## src/design/bctk_params.svh

```systemverilog
`ifndef BCTK_PARAMS_SVH
`define BCTK_PARAMS_SVH

// Byte addresses on the register bus
`define BCTK_ADDR_VALUE   8'h00
`define BCTK_ADDR_CTRL    8'h04
`define BCTK_ADDR_STATUS  8'h08
`define BCTK_ADDR_ALARM   8'h0C
`define BCTK_ADDR_SUBSEC  8'h10

// Value pointer codes
`define BCTK_PTR_MINSEC   2'h0
`define BCTK_PTR_WDHOUR   2'h1
`define BCTK_PTR_MONDAY   2'h2
`define BCTK_PTR_YEAR     2'h3

// Control word fields
`define BCTK_CTL_PTR      1:0
`define BCTK_CTL_UNLOCK   2
`define BCTK_CTL_OUT_EN   3
`define BCTK_CTL_OUT_SEL  4
`define BCTK_CTL_ALM_EN   5
`define BCTK_CTL_CAL      15:8

// Alarm word fields
`define BCTK_ALM_HOUR     21:16
`define BCTK_ALM_MIN      14:8
`define BCTK_ALM_SEC      6:0

// Reset values: midnight, first of January 2000
`define BCTK_RST_DAY_ONE  4'h1
`define BCTK_RST_MON_ONE  4'h1
`define BCTK_RST_WEEKDAY_DIGIT     3'h0

// Reference clock 50 MHz, crystal timebase 32.768 kHz (both in Hz)
`define BCTK_REF_HZ       26'h2FA_F080
`define BCTK_XTAL_HZ      26'h000_8000
`define BCTK_SEC_TICKS    32768
`define BCTK_HOUR_SECS    12'hE0F

`endif

```

## src/design/bctk_pkg.sv

```systemverilog
package bctk_pkg;

	typedef logic [15:0] bctk_word_t;
	typedef logic [1:0]  bctk_ptr_t;

	typedef struct packed {
		logic [3:0] yr_t;
		logic [3:0] yr_o;
		logic       mo_t;
		logic [3:0] mo_o;
		logic [1:0] dy_t;
		logic [3:0] dy_o;
		logic [2:0] wd;
		logic [1:0] hr_t;
		logic [3:0] hr_o;
		logic [2:0] mn_t;
		logic [3:0] mn_o;
		logic [2:0] sc_t;
		logic [3:0] sc_o;
	} bctk_time_s;

	typedef enum logic {
		BCTK_OUT_ALARM,
		BCTK_OUT_SECCLK
	} bctk_outsel_e;

endpackage

```

## src/design/bctk_cal_if.sv

```systemverilog
`timescale 1ns/1ns
`default_nettype none
interface bctk_cal_if;
	import bctk_pkg::*;
	logic       sec_tick;
	logic       wr;
	bctk_ptr_t  wr_ptr;
	bctk_word_t wr_data;
	bctk_word_t yr_word;
	bctk_word_t md_word;
	bctk_word_t wh_word;
	bctk_word_t ms_word;

	modport ctrl (
		output sec_tick, wr, wr_ptr, wr_data,
		input  yr_word, md_word, wh_word, ms_word
	);
	modport cal (
		input  sec_tick, wr, wr_ptr, wr_data,
		output yr_word, md_word, wh_word, ms_word
	);
endinterface
`default_nettype wire

```

## src/design/bctk_calendar.sv

```systemverilog
`timescale 1ns/1ns
`default_nettype none
`include "bctk_params.svh"
module bctk_calendar (
	// Clock and reset
	input wire logic ref_clk,
	input wire logic rst_b,
	// Link to the control logic
	bctk_cal_if.cal  cal
);
	import bctk_pkg::*;

	bctk_time_s time_q;
	bctk_time_s time_d;

	// Two BCD digits plus one
	function automatic logic [7:0] bcd2_inc(input logic [3:0] t,
		input logic [3:0] o);
		return (o == 4'h9) ? {4'(t + 4'h1), 4'h0} : {t, 4'(o + 4'h1)};
	endfunction

	// Two-digit year divisible by four, 00 included
	function automatic logic leap_year(input logic [3:0] t,
		input logic [3:0] o);
		return t[0] ? (o == 4'h2 || o == 4'h6)
			: (o == 4'h0 || o == 4'h4 || o == 4'h8);
	endfunction

	// Last day of the month as two BCD digits
	function automatic logic [5:0] last_day(input bctk_time_s t);
		logic [4:0] m;
		m = {t.mo_t, t.mo_o};
		if (m == 5'h02)
			return leap_year(t.yr_t, t.yr_o) ? 6'h29 : 6'h28;
		else if (m == 5'h04 || m == 5'h06 || m == 5'h09 || m == 5'h11)
			return 6'h30;
		else
			return 6'h31;
	endfunction

	wire logic [7:0] sc_inc = bcd2_inc({1'b0, time_q.sc_t}, time_q.sc_o);
	wire logic [7:0] mn_inc = bcd2_inc({1'b0, time_q.mn_t}, time_q.mn_o);
	wire logic [7:0] hr_inc = bcd2_inc({2'b00, time_q.hr_t}, time_q.hr_o);
	wire logic [7:0] dy_inc = bcd2_inc({2'b00, time_q.dy_t}, time_q.dy_o);
	wire logic [7:0] mo_inc = bcd2_inc({3'b000, time_q.mo_t}, time_q.mo_o);
	wire logic [7:0] yr_inc = bcd2_inc(time_q.yr_t, time_q.yr_o);

	wire logic s_wrap = {time_q.sc_t, time_q.sc_o} == 7'h59;
	wire logic m_wrap = s_wrap && {time_q.mn_t, time_q.mn_o} == 7'h59;
	wire logic h_wrap = m_wrap && {time_q.hr_t, time_q.hr_o} == 6'h23;
	wire logic d_wrap = h_wrap && {time_q.dy_t, time_q.dy_o} == last_day(time_q);
	wire logic o_wrap = d_wrap && {time_q.mo_t, time_q.mo_o} == 5'h12;

	always_comb begin
		time_d = time_q;
		if (cal.wr) begin
			case (cal.wr_ptr)
				`BCTK_PTR_YEAR: begin
					time_d.yr_t = cal.wr_data[7:4];
					time_d.yr_o = cal.wr_data[3:0];
				end
				`BCTK_PTR_MONDAY: begin
					time_d.mo_t = cal.wr_data[12];
					time_d.mo_o = cal.wr_data[11:8];
					time_d.dy_t = cal.wr_data[5:4];
					time_d.dy_o = cal.wr_data[3:0];
				end
				`BCTK_PTR_WDHOUR: begin
					time_d.wd   = cal.wr_data[10:8];
					time_d.hr_t = cal.wr_data[5:4];
					time_d.hr_o = cal.wr_data[3:0];
				end
				default: begin
					time_d.mn_t = cal.wr_data[14:12];
					time_d.mn_o = cal.wr_data[11:8];
					time_d.sc_t = cal.wr_data[6:4];
					time_d.sc_o = cal.wr_data[3:0];
				end
			endcase
		end else if (cal.sec_tick) begin
			{time_d.sc_t, time_d.sc_o} = s_wrap ? 7'h00 : sc_inc[6:0];
			if (s_wrap)
				{time_d.mn_t, time_d.mn_o} = m_wrap ? 7'h00 : mn_inc[6:0];
			if (m_wrap)
				{time_d.hr_t, time_d.hr_o} = h_wrap ? 6'h00 : hr_inc[5:0];
			if (h_wrap) begin
				time_d.wd = (time_q.wd == 3'h6) ? 3'h0 : 3'(time_q.wd + 3'h1);
				{time_d.dy_t, time_d.dy_o} = d_wrap ? 6'h01 : dy_inc[5:0];
			end
			if (d_wrap)
				{time_d.mo_t, time_d.mo_o} = o_wrap ? 5'h01 : mo_inc[4:0];
			// Past 2099 the year folds back to 2000
			if (o_wrap)
				{time_d.yr_t, time_d.yr_o} = (yr_inc[7:4] == 4'hA)
					? 8'h00 : yr_inc;
		end
	end

	always_ff @(posedge ref_clk or negedge rst_b) begin
		if (!rst_b) begin
			time_q      <= '0;
			time_q.dy_o <= `BCTK_RST_DAY_ONE;
			time_q.mo_o <= `BCTK_RST_MON_ONE;
			time_q.wd   <= `BCTK_RST_WEEKDAY_DIGIT;
		end else begin
			time_q <= time_d;
		end
	end

	// Unused positions read as zero
	assign cal.yr_word = {8'h00, time_q.yr_t, time_q.yr_o};
	assign cal.md_word = {3'b000, time_q.mo_t, time_q.mo_o,
		2'b00, time_q.dy_t, time_q.dy_o};
	assign cal.wh_word = {5'b00000, time_q.wd,
		2'b00, time_q.hr_t, time_q.hr_o};
	assign cal.ms_word = {1'b0, time_q.mn_t, time_q.mn_o,
		1'b0, time_q.sc_t, time_q.sc_o};
endmodule
`default_nettype wire

```

## src/design/bctk_top.sv

```systemverilog
// Register access over APB and the register addresses were left to the implementer.
`timescale 1ns/1ns
`default_nettype none
`include "bctk_params.svh"
module bctk_top #(
	parameter int unsigned SEC_TICKS = `BCTK_SEC_TICKS
) (
	// Clock and reset
	input  wire logic        ref_clk,
	input  wire logic        rst_b,
	// APB slave
	input  wire logic [7:0]  paddr,
	input  wire logic        psel,
	input  wire logic        penable,
	input  wire logic        pwrite,
	input  wire logic [31:0] pwdata,
	input  wire logic [3:0]  pstrb,
	output logic      [31:0] prdata,
	output logic             pready,
	output logic             pslverr,
	// Alarm or seconds clock pin
	output logic             time_pin_out,
	output logic             time_pin_oe
);
	import bctk_pkg::*;

	localparam logic [16:0] SEC_LEN  = 17'(SEC_TICKS);
	localparam logic [16:0] HALF_LEN = 17'(SEC_TICKS / 2);

	// Byte-lane merge of a write onto the current word
	function automatic logic [31:0] lane_merge(input logic [31:0] old,
		input logic [31:0] wd, input logic [3:0] strb);
		logic [31:0] r;
		r = old;
		for (int i = 0; i < 4; i++) begin
			if (strb[i])
				r[8*i +: 8] = wd[8*i +: 8];
		end
		return r;
	endfunction

	bctk_cal_if cal_bus ();

	bctk_calendar u_calendar (
		.ref_clk (ref_clk),
		.rst_b   (rst_b),
		.cal     (cal_bus.cal)
	);

	// Register state
	logic [31:0]  prdata_q;
	logic         pready_q;
	logic         pslverr_q;
	bctk_ptr_t    ptr_q;
	logic         unlock_q;
	logic         out_en_q;
	bctk_outsel_e out_sel_q;
	logic         alm_en_q;
	logic [7:0]   cal_q;
	logic [5:0]   alm_hour_q;
	logic [6:0]   alm_min_q;
	logic [6:0]   alm_sec_q;

	// Timebase state
	logic [25:0]  acc_q;
	logic         xtal_en_q;
	logic [16:0]  sub_q;
	logic         sec_tick_q;
	logic         tick_late_q;
	logic         tick_seen_q;
	logic         half_q;
	logic [11:0]  hour_secs_q;
	logic         cal_pend_q;
	logic         alm_hold_q;
	logic         pin_q;
	logic         pin_oe_q;

	// Bus decode
	wire logic setup    = psel && !penable;
	wire logic access   = psel && penable && pready_q;
	wire logic bus_wr   = access && pwrite;
	wire logic sel_val  = paddr == `BCTK_ADDR_VALUE;
	wire logic sel_ctl  = paddr == `BCTK_ADDR_CTRL;
	wire logic sel_sts  = paddr == `BCTK_ADDR_STATUS;
	wire logic sel_alm  = paddr == `BCTK_ADDR_ALARM;
	wire logic sel_sub  = paddr == `BCTK_ADDR_SUBSEC;
	wire logic mapped   = sel_val || sel_ctl || sel_sts || sel_alm || sel_sub;

	// Window selection by pointer
	wire bctk_word_t win_word =
		(ptr_q == `BCTK_PTR_YEAR)   ? cal_bus.yr_word :
		(ptr_q == `BCTK_PTR_MONDAY) ? cal_bus.md_word :
		(ptr_q == `BCTK_PTR_WDHOUR) ? cal_bus.wh_word :
		cal_bus.ms_word;

	wire logic [31:0] ctl_word = {16'h0000, cal_q, 2'b00, alm_en_q,
		out_sel_q, out_en_q, unlock_q, ptr_q};
	wire logic [31:0] sts_word = {30'h0000_0000, alm_hold_q, half_q};
	wire logic [31:0] alm_word = {10'h000, alm_hour_q, 1'b0, alm_min_q,
		1'b0, alm_sec_q};
	wire logic [31:0] sub_word = {15'h0000, sub_q};

	wire logic [31:0] rd_mux =
		sel_val ? {16'h0000, win_word} :
		sel_ctl ? ctl_word :
		sel_sts ? sts_word :
		sel_alm ? alm_word :
		sel_sub ? sub_word : 32'h0000_0000;

	wire logic [31:0] val_new = lane_merge({16'h0000, win_word}, pwdata, pstrb);
	wire logic [31:0] ctl_new = lane_merge(ctl_word, pwdata, pstrb);
	wire logic [31:0] alm_new = lane_merge(alm_word, pwdata, pstrb);

	// Field views of the merged control and alarm words
	wire bctk_ptr_t   ctl_ptr_new  = ctl_new[`BCTK_CTL_PTR];
	wire logic        ctl_unl_new  = ctl_new[`BCTK_CTL_UNLOCK];
	wire logic        ctl_oe_new   = ctl_new[`BCTK_CTL_OUT_EN];
	wire logic        ctl_sel_new  = ctl_new[`BCTK_CTL_OUT_SEL];
	wire logic        ctl_alm_new  = ctl_new[`BCTK_CTL_ALM_EN];
	wire logic [7:0]  ctl_cal_new  = ctl_new[`BCTK_CTL_CAL];
	wire logic [5:0]  alm_hour_new = alm_new[`BCTK_ALM_HOUR];
	wire logic [6:0]  alm_min_new  = alm_new[`BCTK_ALM_MIN];
	wire logic [6:0]  alm_sec_new  = alm_new[`BCTK_ALM_SEC];
	wire logic        ctl_wr       = bus_wr && sel_ctl;
	wire logic        alm_wr       = bus_wr && sel_alm;

	// Locked writes to the window are dropped without an error
	wire logic win_wr   = bus_wr && sel_val && unlock_q;
	// A tick that meets a window write is held back a cycle, not lost,
	// so software updates never cost the clock a second
	wire logic tick_now = sec_tick_q || tick_late_q;
	// Step really taken by the calendar this cycle
	wire logic stepped  = tick_now && !win_wr;

	assign cal_bus.wr       = win_wr;
	assign cal_bus.wr_ptr   = ptr_q;
	assign cal_bus.wr_data  = val_new[15:0];
	assign cal_bus.sec_tick = tick_now;

	// Fractional divider: 50 MHz down to 32.768 kHz tick enables
	wire logic [25:0] acc_sum = acc_q + `BCTK_XTAL_HZ;
	wire logic        xtal_en = acc_sum >= `BCTK_REF_HZ;
	wire logic [25:0] acc_d   = xtal_en ? 26'(acc_sum - `BCTK_REF_HZ) : acc_sum;

	// Once an hour one second is stretched or shortened by the trim value
	wire logic [16:0] cal_ext = {{9{cal_q[7]}}, cal_q};
	wire logic [16:0] sec_len = cal_pend_q ? 17'(SEC_LEN - cal_ext) : SEC_LEN;
	wire logic        sec_end = xtal_en_q && (sub_q == 17'(sec_len - 17'h0_0001));

	// Compared one cycle after the step, once the new time is visible
	wire logic hour_hit  = cal_bus.wh_word[5:0] == alm_hour_q;
	wire logic min_hit   = cal_bus.ms_word[14:8] == alm_min_q;
	wire logic sec_hit   = cal_bus.ms_word[6:0] == alm_sec_q;
	wire logic alm_match = tick_seen_q && alm_en_q
		&& hour_hit && min_hit && sec_hit;

	// Seconds clock is high in the first half of each second
	wire logic pin_src = (out_sel_q == BCTK_OUT_SECCLK) ? !half_q : alm_hold_q;
	wire logic refuse  = setup && !mapped;

	// Bus answer: ready in the first access cycle
	always_ff @(posedge ref_clk or negedge rst_b) begin
		if (!rst_b) begin
			prdata_q  <= 32'h0000_0000;
			pready_q  <= 1'b0;
			pslverr_q <= 1'b0;
		end else begin
			pready_q  <= setup;
			pslverr_q <= refuse;
			if (setup)
				prdata_q <= pwrite ? 32'h0000_0000 : rd_mux;
		end
	end

	// Control and alarm registers
	always_ff @(posedge ref_clk or negedge rst_b) begin
		if (!rst_b) begin
			ptr_q     <= `BCTK_PTR_MINSEC;
			unlock_q  <= 1'b0;
			out_en_q  <= 1'b0;
			out_sel_q <= BCTK_OUT_ALARM;
			alm_en_q  <= 1'b0;
			cal_q     <= 8'h00;
		end else if (ctl_wr) begin
			ptr_q     <= ctl_ptr_new;
			unlock_q  <= ctl_unl_new;
			out_en_q  <= ctl_oe_new;
			out_sel_q <= bctk_outsel_e'(ctl_sel_new);
			alm_en_q  <= ctl_alm_new;
			cal_q     <= ctl_cal_new;
		end
	end

	always_ff @(posedge ref_clk or negedge rst_b) begin
		if (!rst_b) begin
			alm_hour_q <= 6'h00;
			alm_min_q  <= 7'h00;
			alm_sec_q  <= 7'h00;
		end else if (alm_wr) begin
			alm_hour_q <= alm_hour_new;
			alm_min_q  <= alm_min_new;
			alm_sec_q  <= alm_sec_new;
		end
	end

	// Timebase and sub-second count
	always_ff @(posedge ref_clk or negedge rst_b) begin
		if (!rst_b) begin
			acc_q     <= 26'h000_0000;
			xtal_en_q <= 1'b0;
		end else begin
			acc_q     <= acc_d;
			xtal_en_q <= xtal_en;
		end
	end

	always_ff @(posedge ref_clk or negedge rst_b) begin
		if (!rst_b) begin
			sub_q      <= 17'h0_0000;
			sec_tick_q <= 1'b0;
			half_q     <= 1'b0;
		end else begin
			sec_tick_q <= sec_end;
			half_q     <= sub_q >= HALF_LEN;
			if (sec_end)
				sub_q <= 17'h0_0000;
			else if (xtal_en_q)
				sub_q <= 17'(sub_q + 17'h0_0001);
		end
	end

	// Deferred tick after a colliding window write
	always_ff @(posedge ref_clk or negedge rst_b) begin
		if (!rst_b) begin
			tick_late_q <= 1'b0;
		end else begin
			tick_late_q <= tick_now && win_wr;
		end
	end

	// Hourly trim scheduling
	always_ff @(posedge ref_clk or negedge rst_b) begin
		if (!rst_b) begin
			hour_secs_q <= 12'h000;
			cal_pend_q  <= 1'b0;
		end else begin
			if (sec_tick_q)
				hour_secs_q <= (hour_secs_q == `BCTK_HOUR_SECS)
					? 12'h000 : 12'(hour_secs_q + 12'h001);
			if (sec_tick_q && hour_secs_q == `BCTK_HOUR_SECS)
				cal_pend_q <= 1'b1;
			else if (sec_end)
				cal_pend_q <= 1'b0;
		end
	end

	// Alarm pulse lasts for the first half of the matching second
	always_ff @(posedge ref_clk or negedge rst_b) begin
		if (!rst_b) begin
			tick_seen_q <= 1'b0;
			alm_hold_q  <= 1'b0;
		end else begin
			tick_seen_q <= stepped;
			if (alm_match)
				alm_hold_q <= 1'b1;
			else if (half_q)
				alm_hold_q <= 1'b0;
		end
	end

	// Output pin
	always_ff @(posedge ref_clk or negedge rst_b) begin
		if (!rst_b) begin
			pin_q    <= 1'b0;
			pin_oe_q <= 1'b0;
		end else begin
			pin_oe_q <= out_en_q;
			pin_q    <= out_en_q && pin_src;
		end
	end

	assign prdata       = prdata_q;
	assign pready       = pready_q;
	assign pslverr      = pslverr_q;
	assign time_pin_out = pin_q;
	assign time_pin_oe  = pin_oe_q;
endmodule
`default_nettype wire

```

## config.mk

```make
export PLATFORM = sky130hd
export DESIGN_NAME = bctk_top
export DESIGN_NICKNAME = d
export VERILOG_FILES = /design/src/design/bctk_pkg.sv /design/src/design/bctk_cal_if.sv /design/src/design/bctk_calendar.sv /design/src/design/bctk_top.sv
export VERILOG_INCLUDE_DIRS = /design/src /design/src/design
export SDC_FILE = /design/constraint.sdc
export NUM_CORES = 1
export LEC_CHECK = 0
export BUFFER_PORTS_ARGS = -buffer_cell sky130_fd_sc_hd__buf_4
export CAP_MARGIN = 20
export CORE_ASPECT_RATIO = 0.6
export CORE_MARGIN = 2
export CORE_UTILIZATION = 25
export CTS_BUF_LIST = sky130_fd_sc_hd__clkbuf_2
export DETAILED_ROUTE_END_ITERATION = 6
export SLEW_MARGIN = 20
export SYNTH_ARGS = -nofsm -noshare
export SYNTH_HDL_FRONTEND = slang
export SYNTH_SLANG_ARGS = --single-unit
```

## constraint.sdc

```tcl
create_clock -name ref_clk -period 3.45 [get_ports ref_clk]
set_clock_uncertainty 0.1 [all_clocks]
set_input_delay 0.345 -clock ref_clk [delete_from_list [all_inputs] [get_ports ref_clk]]
set_output_delay 0.345 -clock ref_clk [all_outputs]
set_load 0.1 [all_outputs]
```

==> impl_metrics.env <==
export IMPL_clkTransAtPathRegs_ns=0.30
export IMPL_grt_max_degree=63
export IMPL_status="complete, but fails checks"
export IMPL_layout_cells_non_filler=1730
export IMPL_violations="DRC, setup timing"
export IMPL_synth_top_area_cell="dfrtp_1"
export IMPL_grt_antenna_before_repair=1
export IMPL_synth_top_area_share=0.393
export IMPL_hold_path_class="in2reg"
export IMPL_root_buffer="clkbuf_2"
export IMPL_slew_viol_final=0
export IMPL_crit_fanout=18
export IMPL_drc=1
export IMPL_maxCapViolCount=0
export IMPL_crit_type="reg2reg"
export IMPL_crit_required_ns=4.11
export IMPL_ant_nets=0
export IMPL_synthMuxAreaShare=0.0747
export IMPL_drtIter0Drc=984
export IMPL_cts_sinks=157
export IMPL_routabilityCongestion=0.951
export IMPL_relSlewSlack=0.360
export IMPL_start_kind="flop"
export IMPL_start_util=0.253
export IMPL_synth_area_mm2=0.00988
export IMPL_grt_pass1_wl_um=49500
export IMPL_post_route_period_util=1.03
export IMPL_fin_crit_ns=3.54
export IMPL_grt_pass1_vias=8257
export IMPL_die_area_mm2=0.0412
export IMPL_synth_edf_count=0
export IMPL_synthSimpleGateAreaFrac=0.190
export IMPL_synthTopCellsByArea="dfrtp_1, mux2_2, nand2_1, xor2_1, o21ai_0"
export IMPL_synth_distinct_cells=89
export IMPL_seq_area_frac_synth=0.398
export IMPL_grt_ovfl_total=0
export IMPL_worstSkewPairLatency_ns=0.86
export IMPL_die_x_um=261
export IMPL_dpl_hpwl_um=24300
export IMPL_peakVddDrop_mv=0.167
export IMPL_port_buffers=63
export IMPL_ys_warn_count=0
export IMPL_setup_viol=19
export IMPL_synth_fa_ha_area_frac=0.0304
export IMPL_grt_usage=0.159
export IMPL_fmax_mhz=283
export IMPL_routed_wl_um=31700
export IMPL_drive_gt1_frac=0.189
export IMPL_end_kind="flop"
export IMPL_vias=8903
export IMPL_syn_avg_cell_area_um2=9.30
export IMPL_async_flop_share=1.00
export IMPL_synth_seq_cells=157
export IMPL_cts_buffers=17
export IMPL_worst_slack_ns=-0.0870
export IMPL_synth_cells=1062
export IMPL_dp_cells=1643
export IMPL_cts_tree="done"
export IMPL_power_density_mw_per_mm2=267
export IMPL_synth_common_cells="dfrtp_1, nand2_1, o21ai_0, nor2_1, a21oi_1"
export IMPL_synth_top_family_by_area="simple AND/OR/NAND/NOR gates"
export IMPL_synth_most_common_cell="dfrtp_1"
export IMPL_post_cts_setup_buffer_count=0
export IMPL_multiInputGateArea_mm2=0.00556
export IMPL_fill_cells=4067
export IMPL_finalHoldViolCount=0
export IMPL_clock_tree_buffer_depth=2
export IMPL_worstMarginPinSlew_ns=0.958
export IMPL_arrival_ns=4.19
export IMPL_ios=85
export IMPL_synthFlopType="dfrtp_1"
export IMPL_synth_xor_area_share=0.0745
export IMPL_final_nets=1267
export IMPL_num_rows=56
export IMPL_regArea_mm2=0.00393
export IMPL_core_mm2=0.0390
export IMPL_firstDrtPassIters=7
export IMPL_dieHeight_um=158
export IMPL_synth_compound_area_frac=0.186
export IMPL_vias_per_cell=5.15
export IMPL_placed_area_mm2=0.0111
export IMPL_htree_levels=4
export IMPL_wl_per_cell_um=18.3
export IMPL_syn2layout_area_growth_pct=20.9
export IMPL_final_area_mm2=0.0119
export IMPL_rsz0062_at_grt="yes"
export IMPL_cellLeakagePower_nw=5.33
==> final timing paths <==
path	startpoint	end	slack, ns	cells after the start
worst max-delay path	cal_q[1]	sub_q[1]	-0.09	11
worst min-delay path	paddr[5]	prdata[6]	0.12	5
worst max register to register	cal_q[1]	sub_q[1]	-0.09	11
worst min register to register	acc_q[11]	acc_q[11]	0.39	1
max in group asynchronous	rst_b	u_calendar.cal.md_word[8]	2.33	4
min in group asynchronous	rst_b	pready	0.48	4
==> repair_timing <==
action	CTS	global route
endpoints found under the hold margin	250	0
pin swaps	0	1
gates resized for setup	2	3
setup endpoints to repair	17	24
gates cloned	0	0
hold buffers	54	0
==> routing by layer <==
| metal | global-route usage | up-vias | part of all wire |
|---|---|---|---|
| met5 | 0 | - | 0 |
| met4 | 0.0280 | 0 | 0.0086 |
| met3 | 0.0580 | 17 | 0.10 |
| met2 | 0.202 | 371 | 0.38 |
| met1 | 0.250 | 4401 | 0.51 |
| li1 | - | 4114 | - |
==> stage by stage <==
stage / power (mW) / setup WS [ns] / TNS [ns] / hold WS [ns] / utilization
global route: 3.33 / -0.134 / -1.59 / 0.0689 / 0.306
finish: 3.19 / -0.0870 / -0.597 / 0.120 / 0.306
global placement: 2.08 / -0.0319 / -0.0463 / 0.274 / 0.285
floorplan: 1.98 / -0.00961 / -0.0447 / -0.0506 / -
CTS: 3.23 / -0.0443 / -0.102 / 0.0354 / 0.306
detailed placement: 2.08 / -0.0606 / -0.0836 / 0.283 / 0.285
==> sequential cells by signal, summed over array words and instances (netlist names), 2 cells and up <==
signal                  cells
u_calendar.cal.wh_word      9
u_calendar.cal.md_word     11
cal_bus.wr_ptr              2
acc_q                      19
prdata                     22
alm_min_q                   7
hour_secs_q                12
alm_sec_q                   7
alm_hour_q                  6
u_calendar.cal.ms_word     14
cal_q                       8
u_calendar.cal.yr_word      8
sub_q                      17
==> cell type report <==
cell class | count | share of cell area
repair buffers | 163 | 0.117
inverters | 41 | 0.0129
diodes | 1 | 0.000210
flip-flops and latches | 157 | 0.329
multi-input cells | 814 | 0.466
clock buffers | 17 | 0.00712
clock inverters | 15 | 0.0135
well taps | 522 | 0.0547
==> logic make-up (layout without fill, tap and decap cells) <==
logic type | count (synthesis) | in the layout
compound gates | 267 | 267
xor+xnor | 84 | 84
fa+ha+maj | 24 | 24
buf+inv | 100 | 236
flops | 157 | 157
mux | 61 | 61
other cells | 1 | 11
simple gates | 368 | 368
==> layout by cell type, fill, tap and decap left out, types with 17 or more instances in the layout <==
cell type / Yosys / final
nor2_1: 62 / 62
nand4_1: 17 / 17
mux2_2: 42 / 42
clkbuf_2: 0 / 17
xnor2_1: 41 / 41
a21oi_1: 46 / 46
o21ai_0: 75 / 75
dfrtp_1: 155 / 155
ha_1: 24 / 23
nand3_1: 42 / 42
and3_1: 18 / 17
xor2_1: 43 / 43
nand2_1: 122 / 122
dlygate4sd3_1: 0 / 53
a22o_1: 20 / 20
inv_1: 41 / 41
buf_4: 14 / 107
==> critical path, cell delays in order (launching register included) <==
cell and delay (ns):
dfrtp_1 0.45, or4_4 0.57, or4_4 0.47, ha_4 0.29, nand2b_1 0.05, mux2_2 0.28, a21o_1 0.20, o31ai_4 0.25
o211ai_2 0.12, nor4_4 0.33, buf_12 0.20, a41oi_2 0.12
==> power by group <==
group	internal, mW	switching [mW]
logic	0.0792	0.159
registers	1.85	0.00205
clock network	0.249	0.854
total	2.18	1.02
Power figures use the tool's default switching activity.
